==> src/tsao_pkg.sv <==
// package: register map, field positions and reset values of the status/offset block
package tsao_pkg;
	// ==========================================================
	// register addresses
	localparam logic [7:0] TSAO_ADDR_STATUS_ONE   = 8'h02;
	localparam logic [7:0] TSAO_ADDR_ONE_SHOT     = 8'h0f;
	localparam logic [7:0] TSAO_ADDR_R1_OFS_HIGH  = 8'h11;
	localparam logic [7:0] TSAO_ADDR_R1_OFS_LOW   = 8'h12;
	localparam logic [7:0] TSAO_ADDR_STATUS_TWO   = 8'h23;
	localparam logic [7:0] TSAO_ADDR_R2_OFS_HIGH  = 8'h34;
	localparam logic [7:0] TSAO_ADDR_R2_OFS_LOW   = 8'h35;
	// ==========================================================
	// status one bit positions
	localparam int TSAO_S1_BUSY      = 7;
	localparam int TSAO_S1_LOC_HIGH  = 6;
	localparam int TSAO_S1_LOC_LOW   = 5;
	localparam int TSAO_S1_R1_HIGH   = 4;
	localparam int TSAO_S1_R1_LOW    = 3;
	localparam int TSAO_S1_R1_OPEN   = 2;
	localparam int TSAO_S1_R1_OT     = 1;
	localparam int TSAO_S1_LOC_OT    = 0;
	// status two bit positions
	localparam int TSAO_S2_R2_HIGH   = 4;
	localparam int TSAO_S2_R2_LOW    = 3;
	localparam int TSAO_S2_R2_OPEN   = 2;
	localparam int TSAO_S2_R2_OT     = 1;
	localparam int TSAO_S2_EVENT     = 0;
	// ==========================================================
	// offset layout and reset values
	localparam int         TSAO_OFS_W        = 10;
	localparam int         TSAO_OFS_FRAC_W   = 2;
	localparam logic [9:0] TSAO_OFS_RESET    = 10'h000;
	localparam logic [7:0] TSAO_BYTE_ZERO    = 8'h00;
	localparam int         TSAO_NUM_EVT      = 8;
	// ==========================================================
	// one-shot sequencer states
	typedef enum logic [2:0] {
		TSAO_ST_IDLE = 3'b001,
		TSAO_ST_CONV = 3'b010,
		TSAO_ST_DONE = 3'b100
	} tsao_state_t;
endpackage : tsao_pkg

==> src/tsao_flag.sv <==
// sticky flag cell: set by a trip, cleared by a read only once the cause is gone
`timescale 1ns/1ps
`default_nettype none
module tsao_flag (
	// clock and reset
	input  wire logic clk_i,
	input  wire logic rst_i,
	// cause and clear
	input  wire logic cond_i,
	input  wire logic rd_clr_i,
	// state
	output logic      flag_o
);
	logic flag_reg;
	logic flag_next;

	// a trip in the clear cycle wins; a live cause blocks the clear
	assign flag_next = cond_i | (flag_reg & ~rd_clr_i);

	// flag storage
	always_ff @(posedge clk_i) begin
		if (rst_i) begin
			flag_reg <= 1'b0;
		end else begin
			flag_reg <= flag_next;
		end
	end

	assign flag_o = flag_reg;
endmodule // tsao_flag
`default_nettype wire

==> src/tsao_top.sv <==
// status flags, event latch, overtemp outputs, remote offsets and one-shot
// ==========================================================
// Notes on behaviour
// - two read-only status registers at 0x02 and 0x23
// - status one bit 7 shows conversion busy, never raises the event
// - status one bits 6..2 hold local/remote-one limit and open trips, event-capable
// - status one bits 1,0 hold overtemp trips, not event-capable
// - status two bits 7..5 reserved; bits 4..1 remote-two trips
// - event-capable flags stay set until read or reset
// - any set unmasked event flag sets latch, drives event output low
// - reading status one clears bits 6..2 only if their cause is gone
// - reading status two clears bits 4..2 only if their cause is gone
// - event latch clears on alert-response read once cause and flags are gone
// - overtemp output low while s1 bit1, s1 bit0 or s2 bit1 set
// - overtemp bits self-clear when back in limits; output then high
// - overtemp release only below limit minus hysteresis
// - high-limit mode: second output follows high trips only
// - status two bit 0 mirrors the asserted event output, clear if masked
// - offsets are 10-bit two's complement, high byte sign, low byte left-justified
// - offsets at 0x11/0x12 and 0x34/0x35; config bit 3 redirects to remote two
// - offset spans -128 to +127.75 in quarter steps, added to remote readings
// - offsets reset to zero
// - write to 0x0f in standby runs one conversion, data discarded
// - remote-one and remote-two mask bits block their flags from the event
// - local mask bit blocks local flags from the event
`timescale 1ns/1ps
`default_nettype none
module tsao_top
	import tsao_pkg::*;
#(
	parameter int DATA_W = 8
) (
	// clock and reset
	input  wire logic              clk_i,
	input  wire logic              rst_i,
	// register port
	input  wire logic [7:0]        reg_addr_i,
	input  wire logic              reg_wr_i,
	input  wire logic              reg_rd_i,
	input  wire logic [DATA_W-1:0] reg_wdata_i,
	output logic      [DATA_W-1:0] reg_rdata_o,
	input  wire logic              alert_resp_i,
	// configuration bits
	input  wire logic              remote_two_select_i,
	input  wire logic              local_event_mask_i,
	input  wire logic              remote_one_event_mask_i,
	input  wire logic              remote_two_event_mask_i,
	input  wire logic              high_limit_mode_i,
	input  wire logic              standby_i,
	// live comparator results
	input  wire logic              local_high_trip_i,
	input  wire logic              local_low_trip_i,
	input  wire logic              remote_one_high_trip_i,
	input  wire logic              remote_one_low_trip_i,
	input  wire logic              remote_one_sensor_open_i,
	input  wire logic              remote_one_overtemp_trip_i,
	input  wire logic              local_overtemp_trip_i,
	input  wire logic              remote_two_high_trip_i,
	input  wire logic              remote_two_low_trip_i,
	input  wire logic              remote_two_sensor_open_i,
	input  wire logic              remote_two_overtemp_trip_i,
	// conversion engine handshake
	input  wire logic              conv_busy_i,
	output logic                   one_shot_start_o,
	output logic [TSAO_OFS_W-1:0]  remote_one_offset_o,
	output logic [TSAO_OFS_W-1:0]  remote_two_offset_o,
	// open-drain pins
	output logic                   event_n_o,
	output logic                   event_oe_o,
	output logic                   overtemp_output_n_o,
	output logic                   overtemp_output_oe_o,
	output logic                   high_limit_overtemp_output_n_o,
	output logic                   high_limit_overtemp_output_oe_o
);
	// ==========================================================
	// elaboration check
	if (DATA_W != 8) begin : g_bad_width
		$error("tsao_top: register data must be 8 bits");
	end

	// ==========================================================
	// address decode
	wire rd_s1     = reg_rd_i & (reg_addr_i == TSAO_ADDR_STATUS_ONE);
	wire rd_s2     = reg_rd_i & (reg_addr_i == TSAO_ADDR_STATUS_TWO);
	wire hit_r1h   = (reg_addr_i == TSAO_ADDR_R1_OFS_HIGH);
	wire hit_r1l   = (reg_addr_i == TSAO_ADDR_R1_OFS_LOW);
	wire hit_r2h   = (reg_addr_i == TSAO_ADDR_R2_OFS_HIGH);
	wire hit_r2l   = (reg_addr_i == TSAO_ADDR_R2_OFS_LOW);
	wire wr_r1h    = reg_wr_i & hit_r1h & ~remote_two_select_i;
	wire wr_r1l    = reg_wr_i & hit_r1l & ~remote_two_select_i;
	wire wr_r2h    = reg_wr_i & ((hit_r1h & remote_two_select_i) | hit_r2h);
	wire wr_r2l    = reg_wr_i & ((hit_r1l & remote_two_select_i) | hit_r2l);
	wire wr_shot   = reg_wr_i & (reg_addr_i == TSAO_ADDR_ONE_SHOT);

	// ==========================================================
	// sticky event-capable flags, one cell per flag
	// order: s1 bits 6..2 then s2 bits 4..2
	wire [TSAO_NUM_EVT-1:0] evt_cond;
	wire [TSAO_NUM_EVT-1:0] evt_clr;
	wire [TSAO_NUM_EVT-1:0] evt_flag;
	wire [TSAO_NUM_EVT-1:0] evt_mask;
	assign evt_cond = {remote_two_sensor_open_i, remote_two_low_trip_i, remote_two_high_trip_i,
		remote_one_sensor_open_i, remote_one_low_trip_i, remote_one_high_trip_i,
		local_low_trip_i, local_high_trip_i};
	assign evt_clr[4:0] = {5{rd_s1}};
	assign evt_clr[7:5] = {3{rd_s2}};
	assign evt_mask[7:2] = {{3{remote_two_event_mask_i}}, {3{remote_one_event_mask_i}}};
	assign evt_mask[1:0] = {2{local_event_mask_i}};

	for (genvar gi = 0; gi < TSAO_NUM_EVT; gi++) begin : g_evt
		tsao_flag u_flag (
			.clk_i   (clk_i),
			.rst_i   (rst_i),
			.cond_i  (evt_cond[gi]),
			.rd_clr_i(evt_clr[gi]),
			.flag_o  (evt_flag[gi])
		);
	end

	// ==========================================================
	// overtemp flags: follow hysteresis-qualified trips, no read needed
	logic r1_ot_reg;
	logic loc_ot_reg;
	logic r2_ot_reg;
	// trip inputs already carry limit-minus-hysteresis release
	always_ff @(posedge clk_i) begin
		if (rst_i) begin
			r1_ot_reg  <= 1'b0;
			loc_ot_reg <= 1'b0;
			r2_ot_reg  <= 1'b0;
		end else begin
			r1_ot_reg  <= remote_one_overtemp_trip_i;
			loc_ot_reg <= local_overtemp_trip_i;
			r2_ot_reg  <= remote_two_overtemp_trip_i;
		end
	end

	// ==========================================================
	// event latch
	logic event_reg;
	logic event_next;
	wire  evt_any   = |(evt_flag & ~evt_mask);
	wire  evt_clean = ~(|evt_flag) & ~(|(evt_cond & ~evt_mask));
	// alert response releases only when clean
	assign event_next = evt_any | (event_reg & ~(alert_resp_i & evt_clean));

	// event latch storage
	always_ff @(posedge clk_i) begin
		if (rst_i) begin
			event_reg <= 1'b0;
		end else begin
			event_reg <= event_next;
		end
	end

	// ==========================================================
	// overtemp pins
	logic ot_pin_reg;
	logic hl_pin_reg;
	// overtemp pin from its three flags
	wire ot_any = r1_ot_reg | loc_ot_reg | r2_ot_reg;
	// high-limit mode uses high trips only
	wire hl_any = high_limit_mode_i &
		(evt_flag[0] | evt_flag[2] | evt_flag[5]);

	// pin state registers
	always_ff @(posedge clk_i) begin
		if (rst_i) begin
			ot_pin_reg <= 1'b0;
			hl_pin_reg <= 1'b0;
		end else begin
			ot_pin_reg <= ot_any;
			hl_pin_reg <= hl_any;
		end
	end

	// open drain: drive low only when asserted
	assign event_n_o                       = 1'b0;
	assign event_oe_o                      = event_reg;
	assign overtemp_output_n_o             = 1'b0;
	assign overtemp_output_oe_o            = ot_pin_reg;
	assign high_limit_overtemp_output_n_o  = 1'b0;
	assign high_limit_overtemp_output_oe_o = hl_pin_reg;

	// ==========================================================
	// offset registers
	logic [7:0] r1_hi_reg;
	logic [7:0] r1_lo_reg;
	logic [7:0] r2_hi_reg;
	logic [7:0] r2_lo_reg;
	always_ff @(posedge clk_i) begin
		if (rst_i) begin
			r1_hi_reg <= TSAO_BYTE_ZERO;
			r1_lo_reg <= TSAO_BYTE_ZERO;
			r2_hi_reg <= TSAO_BYTE_ZERO;
			r2_lo_reg <= TSAO_BYTE_ZERO;
		end else begin
			if (wr_r1h) r1_hi_reg <= reg_wdata_i;
			if (wr_r2h) r2_hi_reg <= reg_wdata_i;
			// low byte keeps only its top two bits
			if (wr_r1l) r1_lo_reg <= {reg_wdata_i[7:6], 6'h00};
			if (wr_r2l) r2_lo_reg <= {reg_wdata_i[7:6], 6'h00};
		end
	end

	// quarter-degree signed offset handed to the adder
	assign remote_one_offset_o = {r1_hi_reg, r1_lo_reg[7 -: TSAO_OFS_FRAC_W]};
	assign remote_two_offset_o = {r2_hi_reg, r2_lo_reg[7 -: TSAO_OFS_FRAC_W]};

	// ==========================================================
	// one-shot sequencer
	tsao_state_t state_reg;
	tsao_state_t state_next;
	always_comb begin
		state_next = state_reg;
		case (state_reg)
			TSAO_ST_IDLE: begin
				if (wr_shot && standby_i) state_next = TSAO_ST_CONV;
			end
			TSAO_ST_CONV: begin
				if (conv_busy_i) state_next = TSAO_ST_DONE;
			end
			TSAO_ST_DONE: begin
				if (!conv_busy_i) state_next = TSAO_ST_IDLE;
			end
			default: state_next = TSAO_ST_IDLE;
		endcase
	end

	// sequencer state
	always_ff @(posedge clk_i) begin
		if (rst_i) begin
			state_reg <= TSAO_ST_IDLE;
		end else begin
			state_reg <= state_next;
		end
	end

	// start held until the engine reports busy
	assign one_shot_start_o = (state_reg == TSAO_ST_CONV);

	// ==========================================================
	// status read image
	logic [7:0] s1_img;
	logic [7:0] s2_img;
	assign s1_img = {conv_busy_i, evt_flag[0], evt_flag[1], evt_flag[2], evt_flag[3],
		evt_flag[4], r1_ot_reg, loc_ot_reg};
	assign s2_img = {3'h0, evt_flag[5], evt_flag[6], evt_flag[7], r2_ot_reg, event_reg};

	// read mux, registered data
	logic [7:0] rdata_next;
	logic [7:0] rdata_reg;
	assign rdata_next =
		(reg_addr_i == TSAO_ADDR_STATUS_ONE) ? s1_img :
		(reg_addr_i == TSAO_ADDR_STATUS_TWO) ? s2_img :
		(hit_r1h) ? (remote_two_select_i ? r2_hi_reg : r1_hi_reg) :
		(hit_r1l) ? (remote_two_select_i ? r2_lo_reg : r1_lo_reg) :
		(hit_r2h) ? r2_hi_reg :
		(hit_r2l) ? r2_lo_reg : TSAO_BYTE_ZERO;

	// read data capture
	always_ff @(posedge clk_i) begin
		if (rst_i) begin
			rdata_reg <= TSAO_BYTE_ZERO;
		end else if (reg_rd_i) begin
			rdata_reg <= rdata_next;
		end
	end
	assign reg_rdata_o = rdata_reg;
endmodule // tsao_top
`default_nettype wire

==> config.mk <==
export PLATFORM = sky130hd
export DESIGN_NAME = tsao_top
export DESIGN_NICKNAME = d
export VERILOG_FILES = /design/src/tsao_pkg.sv /design/src/tsao_flag.sv /design/src/tsao_top.sv
export SDC_FILE = /design/constraint.sdc
export NUM_CORES = 1
export LEC_CHECK = 0
export ABC_AREA = 0
export BUFFER_PORTS_ARGS = -buffer_cell sky130_fd_sc_hd__buf_2
export CAP_MARGIN = 40
export CORE_UTILIZATION = 45
export DETAILED_ROUTE_END_ITERATION = 8
export PLACE_DENSITY = 0.73
export RECOVER_POWER = 100
export SYNTH_ARGS = -nofsm -noshare
export SYNTH_HDL_FRONTEND = slang
export SYNTH_HIERARCHICAL = 1
export SYNTH_SLANG_ARGS = --single-unit
==> constraint.sdc <==
create_clock -name clk_i -period 5.6 [get_ports clk_i]
set_clock_uncertainty 0.1 [all_clocks]
set_input_delay 1.68 -clock clk_i [delete_from_list [all_inputs] [get_ports clk_i]]
set_output_delay 1.68 -clock clk_i [all_outputs]
set_load 0.05 [all_outputs]
======== Word level (Yosys, flattened, before mapping) ========
Cells that the tools add are included.
storage, ports and cells
  output and inout port bits .............. 35
  bits of input ports ..................... 39
  word-level logic and storage cells ...... 97
  flip-flop bits (word level) ............. 45
operators by class
  bitwise gates (word level) .............. 47
  reduce and logical (&&, ||, !) cells .... 5
  eq/ne operators ......................... 13
  muxes and demuxes ....................... 12
operators with widths
  operator                                                                count
  8-bit two-way mux                                                       8
  8-bit by 6-bit equality test with 1-bit output (second input constant)  3
  8-bit OR reduction                                                      3
  1-bit bitwise AND                                                       23
  8-bit bitwise AND                                                       2
  8-bit by 5-bit equality test with 1-bit output (second input constant)  2
  1-bit OR                                                                15
  3-bit two-way mux                                                       3
  3-bit one-hot mux with 3 select lines                                   1
  8-bit by 2-bit equality test with 1-bit output (second input constant)  1
  8-bit by 4-bit equality test with 1-bit output (second input constant)  1
  8-bit NOT                                                               1
  2-bit inequality test (second input constant)                           3
  1-bit NOT                                                               6
  3-bit by 1-bit equality test with 1-bit output (second input constant)  1
  3-bit by 2-bit equality test with 1-bit output (second input constant)  1
  3-bit equality test (second input constant)                             1
  3-bit AND reduction                                                     1
  1-bit logical AND                                                       1

======== Longest topological paths before layout ========
  depth after elaboration ................. 9
  depth in mapped cells ................... 7
  mapped depth without buffers ............ 5

======== Cells and area by module ========
The synthesis kept the hierarchy.
modules (own cells, without submodules)
  module     cells each  sequential area each (um^2)  area each (um^2)  instances
  tsao_top   226         740.7                        2053.2            1
  tsao_flag  4           20.0                         38.8              8

======== Worst setup path before layout ========
No wires, ideal clock.
  path kind ............................... register to output
  start ................................... reg state_reg[1]
  end ..................................... out one_shot_start_o
  arrival time ............................ 1.620 ns
  setup slack ............................. 2.200 ns
  path buffers ............................ 0
  required time ........................... 3.820 ns
  stages on the path, launching flop included .. 2
  cells stage by stage .................... dfxtp_1 > nor3b_1
between the ends
  cells in the longest elaborated chain, start to end .. 1
RTL lines
  item                                            line             RTL
  start, declared                                 tsao_top.sv:212  tsao_state_t state_reg;
  start signal, assigned                          tsao_top.sv:235  state_reg <= state_next;
  3-bit by 2-bit equality test with 1-bit output  tsao_top.sv:240  assign one_shot_start_o = (state_reg == TSAO_ST_CONV);
  end, declared                                   tsao_top.sv:64   output logic one_shot_start_o,
Every way passes these cells.

==> impl_metrics.ini <==
[die]
io_pins = 74
die_h_um = 74.47
core_mm2 = 0.005075
dieArea_mm2 = 0.005546
rows = 26
dieWidth_um = 74.47
initial_core_util_pct = 46.57

[clock_tree]
hold_buffers = 0
cts_max_level = 2
post_cts_buffers = 0
cts_resized = 0
cts_tree = built
cts.path.max_buffers = 2
cts_made_buffers = 5
insertion_delay_ps = 290
clk_pin_slew_ps = 80
clockRootBuffer = clkbuf_8
clock_sinks = 45

[route]
drt_iter0_markers = 95
vias = 2145
drtPass1Iterations = 4
drcViolationCount = 0
viasPerCell = 5.486
postRouteAntennaNets = 0
wl_per_cell_um = 14.39
wl_um = 5627

[sta]
layout_min_cycle_time_ps = 3932
setup_violations = 0
fmaxAchievable_mhz = 254.3
tns_ps = 0
final.period_utilization_pct = 70.22
grt_setup_unrepaired = false
worstMarginPinSlew_ps = 2191
slew_viol_final = 47
finalHoldViolCount = 0
relSlewSlack_pct = -46.05

[setup_path]
cp_num_buf_inv = 2
slowest_stage = clkbuf_1
crit_chain = clkbuf_1, clkbuf_1, nand3b_1, a21o_1, o21ai_0
slowest_delay_ps = 1570
crit_family = buffers and inverters
setup.worst_path.end_class = register
crit_type = input port to register
critical_path_arrival_ps = 3920
critPathMostFrequentCell = clkbuf_1
startpoint_type = input port
cp_max_fo = 46
critical_path_required_ps = 5590

[pwr]
ir_drop_v = 0.0001232
powerDensity_mw_per_mm2 = 249.5
leakage_nw = 1.180
p_total_mw = 0.7000

[finish]
area_delta_synth_final_pct = 18.69
nNetsFinal = 359
num_antenna_cells = 0
drive_gt1_share_pct = 19.31

[global_route]
grt_pass1_wl_um = 9121
overflow = 0
first_global_vias = 1986
grt_usage_pct = 21.34
antenna_found_initial = 0
grt_max_degree = 47

[yosys]
synth_area_mm2 = 0.002364
async_flop_share_pct = 0
postSynthAreaPerCell_um2 = 9.161
ys_warn_count = 6
synth-edff-count = 0
synth_cell_types = 54
yosysMostFrequentCell = dfxtp_1
ys_top_cells_by_count = dfxtp_1 (45), nor2_1 (28), mux2i_1 (23)
synth_area_leader_cell = dfxtp_1
synth_area_leaders = dfxtp_1 (38%), mux2i_1 (9.7%), nor2_1 (4.4%)
yosysTopAreaCellShare_pct = 38.12
synthFlopType = dfxtp_1
synth-seq-cells = 45
netlist_instances = 258
ys_seq_area_share_pct = 38.12

[run]
max_cap_violations = 1

[run_status]
violations = capacitance limit, slew limit
outcome = finished, violations left

[placed_design]
place_congestion = 0.8879
io_buffers = 70
dpl.hpwl_um = 4099

[worst_hold_path]
hold_path.class = register to register
## worst paths after layout
| kind | cells past startpoint | endpoint | startpoint | slack, ps |
|---|---|---|---|---|
| worst max-delay path | 5 | reg_rdata_o[5] | rst_i | 1670 |
| worst min-delay path | 2 | overtemp_output_oe_o | r1_ot_reg | 390 |
| worst max register to register | 3 | state_reg[0] | state_reg[1] | 4290 |
| worst min register to register | 2 | overtemp_output_oe_o | r1_ot_reg | 390 |
## cell families (layout without fill, tap and decap cells)
kind of cell | Yosys count | count (layout) | share of synthesized area [%]
buffers and inverters | 27 | 88 | 5.346
AO/OA/AOI/OAI | 60 | 60 | 18.85
flip-flops | 45 | 45 | 38.12
other | 1 | 3 | 0.1587
XOR/XNOR | 2 | 2 | 0.7413
multiplexers | 25 | 25 | 10.69
AND/OR/NAND/NOR | 98 | 98 | 26.10
## per-layer routing
layer  share of wire (%)  GRT usage, %  wire, um  up-vias
met5                   0             0         0        -
met4                0.59         5.451        33        0
met3                 4.5         4.336       254        4
met2                  49         35.64      2750       57
met1                  46         28.13      2589     1026
li1                    -             -         -     1058
## per-stage QoR
| stage | instance area (um^2) | instances | worst slack, ps | utilization, % | hold WS (ps) |
|---|---|---|---|---|---|
| detailed placement | 2736 | 383 | 2269 | 53.92 | 371.0 |
| floorplan | 2371 | 260 | 2200 | - | 340.1 |
| global route | 2805 | 391 | 1545 | 55.28 | 423.0 |
| global placement | 2716 | 382 | 2277 | 53.53 | 374.7 |
| CTS | 2870 | 391 | 2497 | 56.56 | 392.1 |
| finish | 2805 | 391 | 1668 | 55.28 | 385.2 |
## tightest hold or removal path, cell delays in order (launching register included)
cell and delay [ps]:
dfxtp_1 330, nor3_1 50, nor2_1 70
## placed cells by master, fill, tap and decap left out, types with 2 or more instances in the layout
cell type	netlist	final
nor2b_1	15	15
nand3_1	2	2
nor2_1	28	28
dfxtp_1	45	45
o21ai_0	8	9
nor4b_1	3	3
o32ai_1	5	5
inv_1	9	9
nor3_1	11	11
and3b_1	2	2
nand3b_1	3	3
xnor2_1	2	2
bufinv_16	0	2
conb_1	1	3
a21oi_1	10	11
a2bb2oi_1	2	2
a31oi_1	6	6
nand2b_1	9	9
o22ai_1	3	3
mux2_2	2	2
a41oi_1	3	3
and2_1	2	2
buf_2	5	37
nand4_1	3	3
or3_1	2	2
nor3b_1	3	3
a22o_1	5	5
mux2i_1	23	23
o211ai_1	2	2
a21oi_2	8	7
clkbuf_8	0	5
nand2_1	2	2
and3_1	2	2
clkbuf_1	8	34
## layout make-up
type / instances / area, um^2
inverter: 9 / 33.78
timing repair buffer: 71 / 312.8
multi-input combinational: 188 / 1336
clock inverter: 3 / 65.06
sequential: 45 / 900.9
clock buffer: 5 / 68.82
fill: 492 / 2270
tap: 70 / 87.58
## where the power goes
group	switching, mW	internal (mW)	total [mW]
registers	0.00569	0.327	0.333
clock network	0.112	0.177	0.289
logic	0.0505	0.0277	0.0782
total	0.168	0.532	0.700
Power figures use the tool's default switching activity.
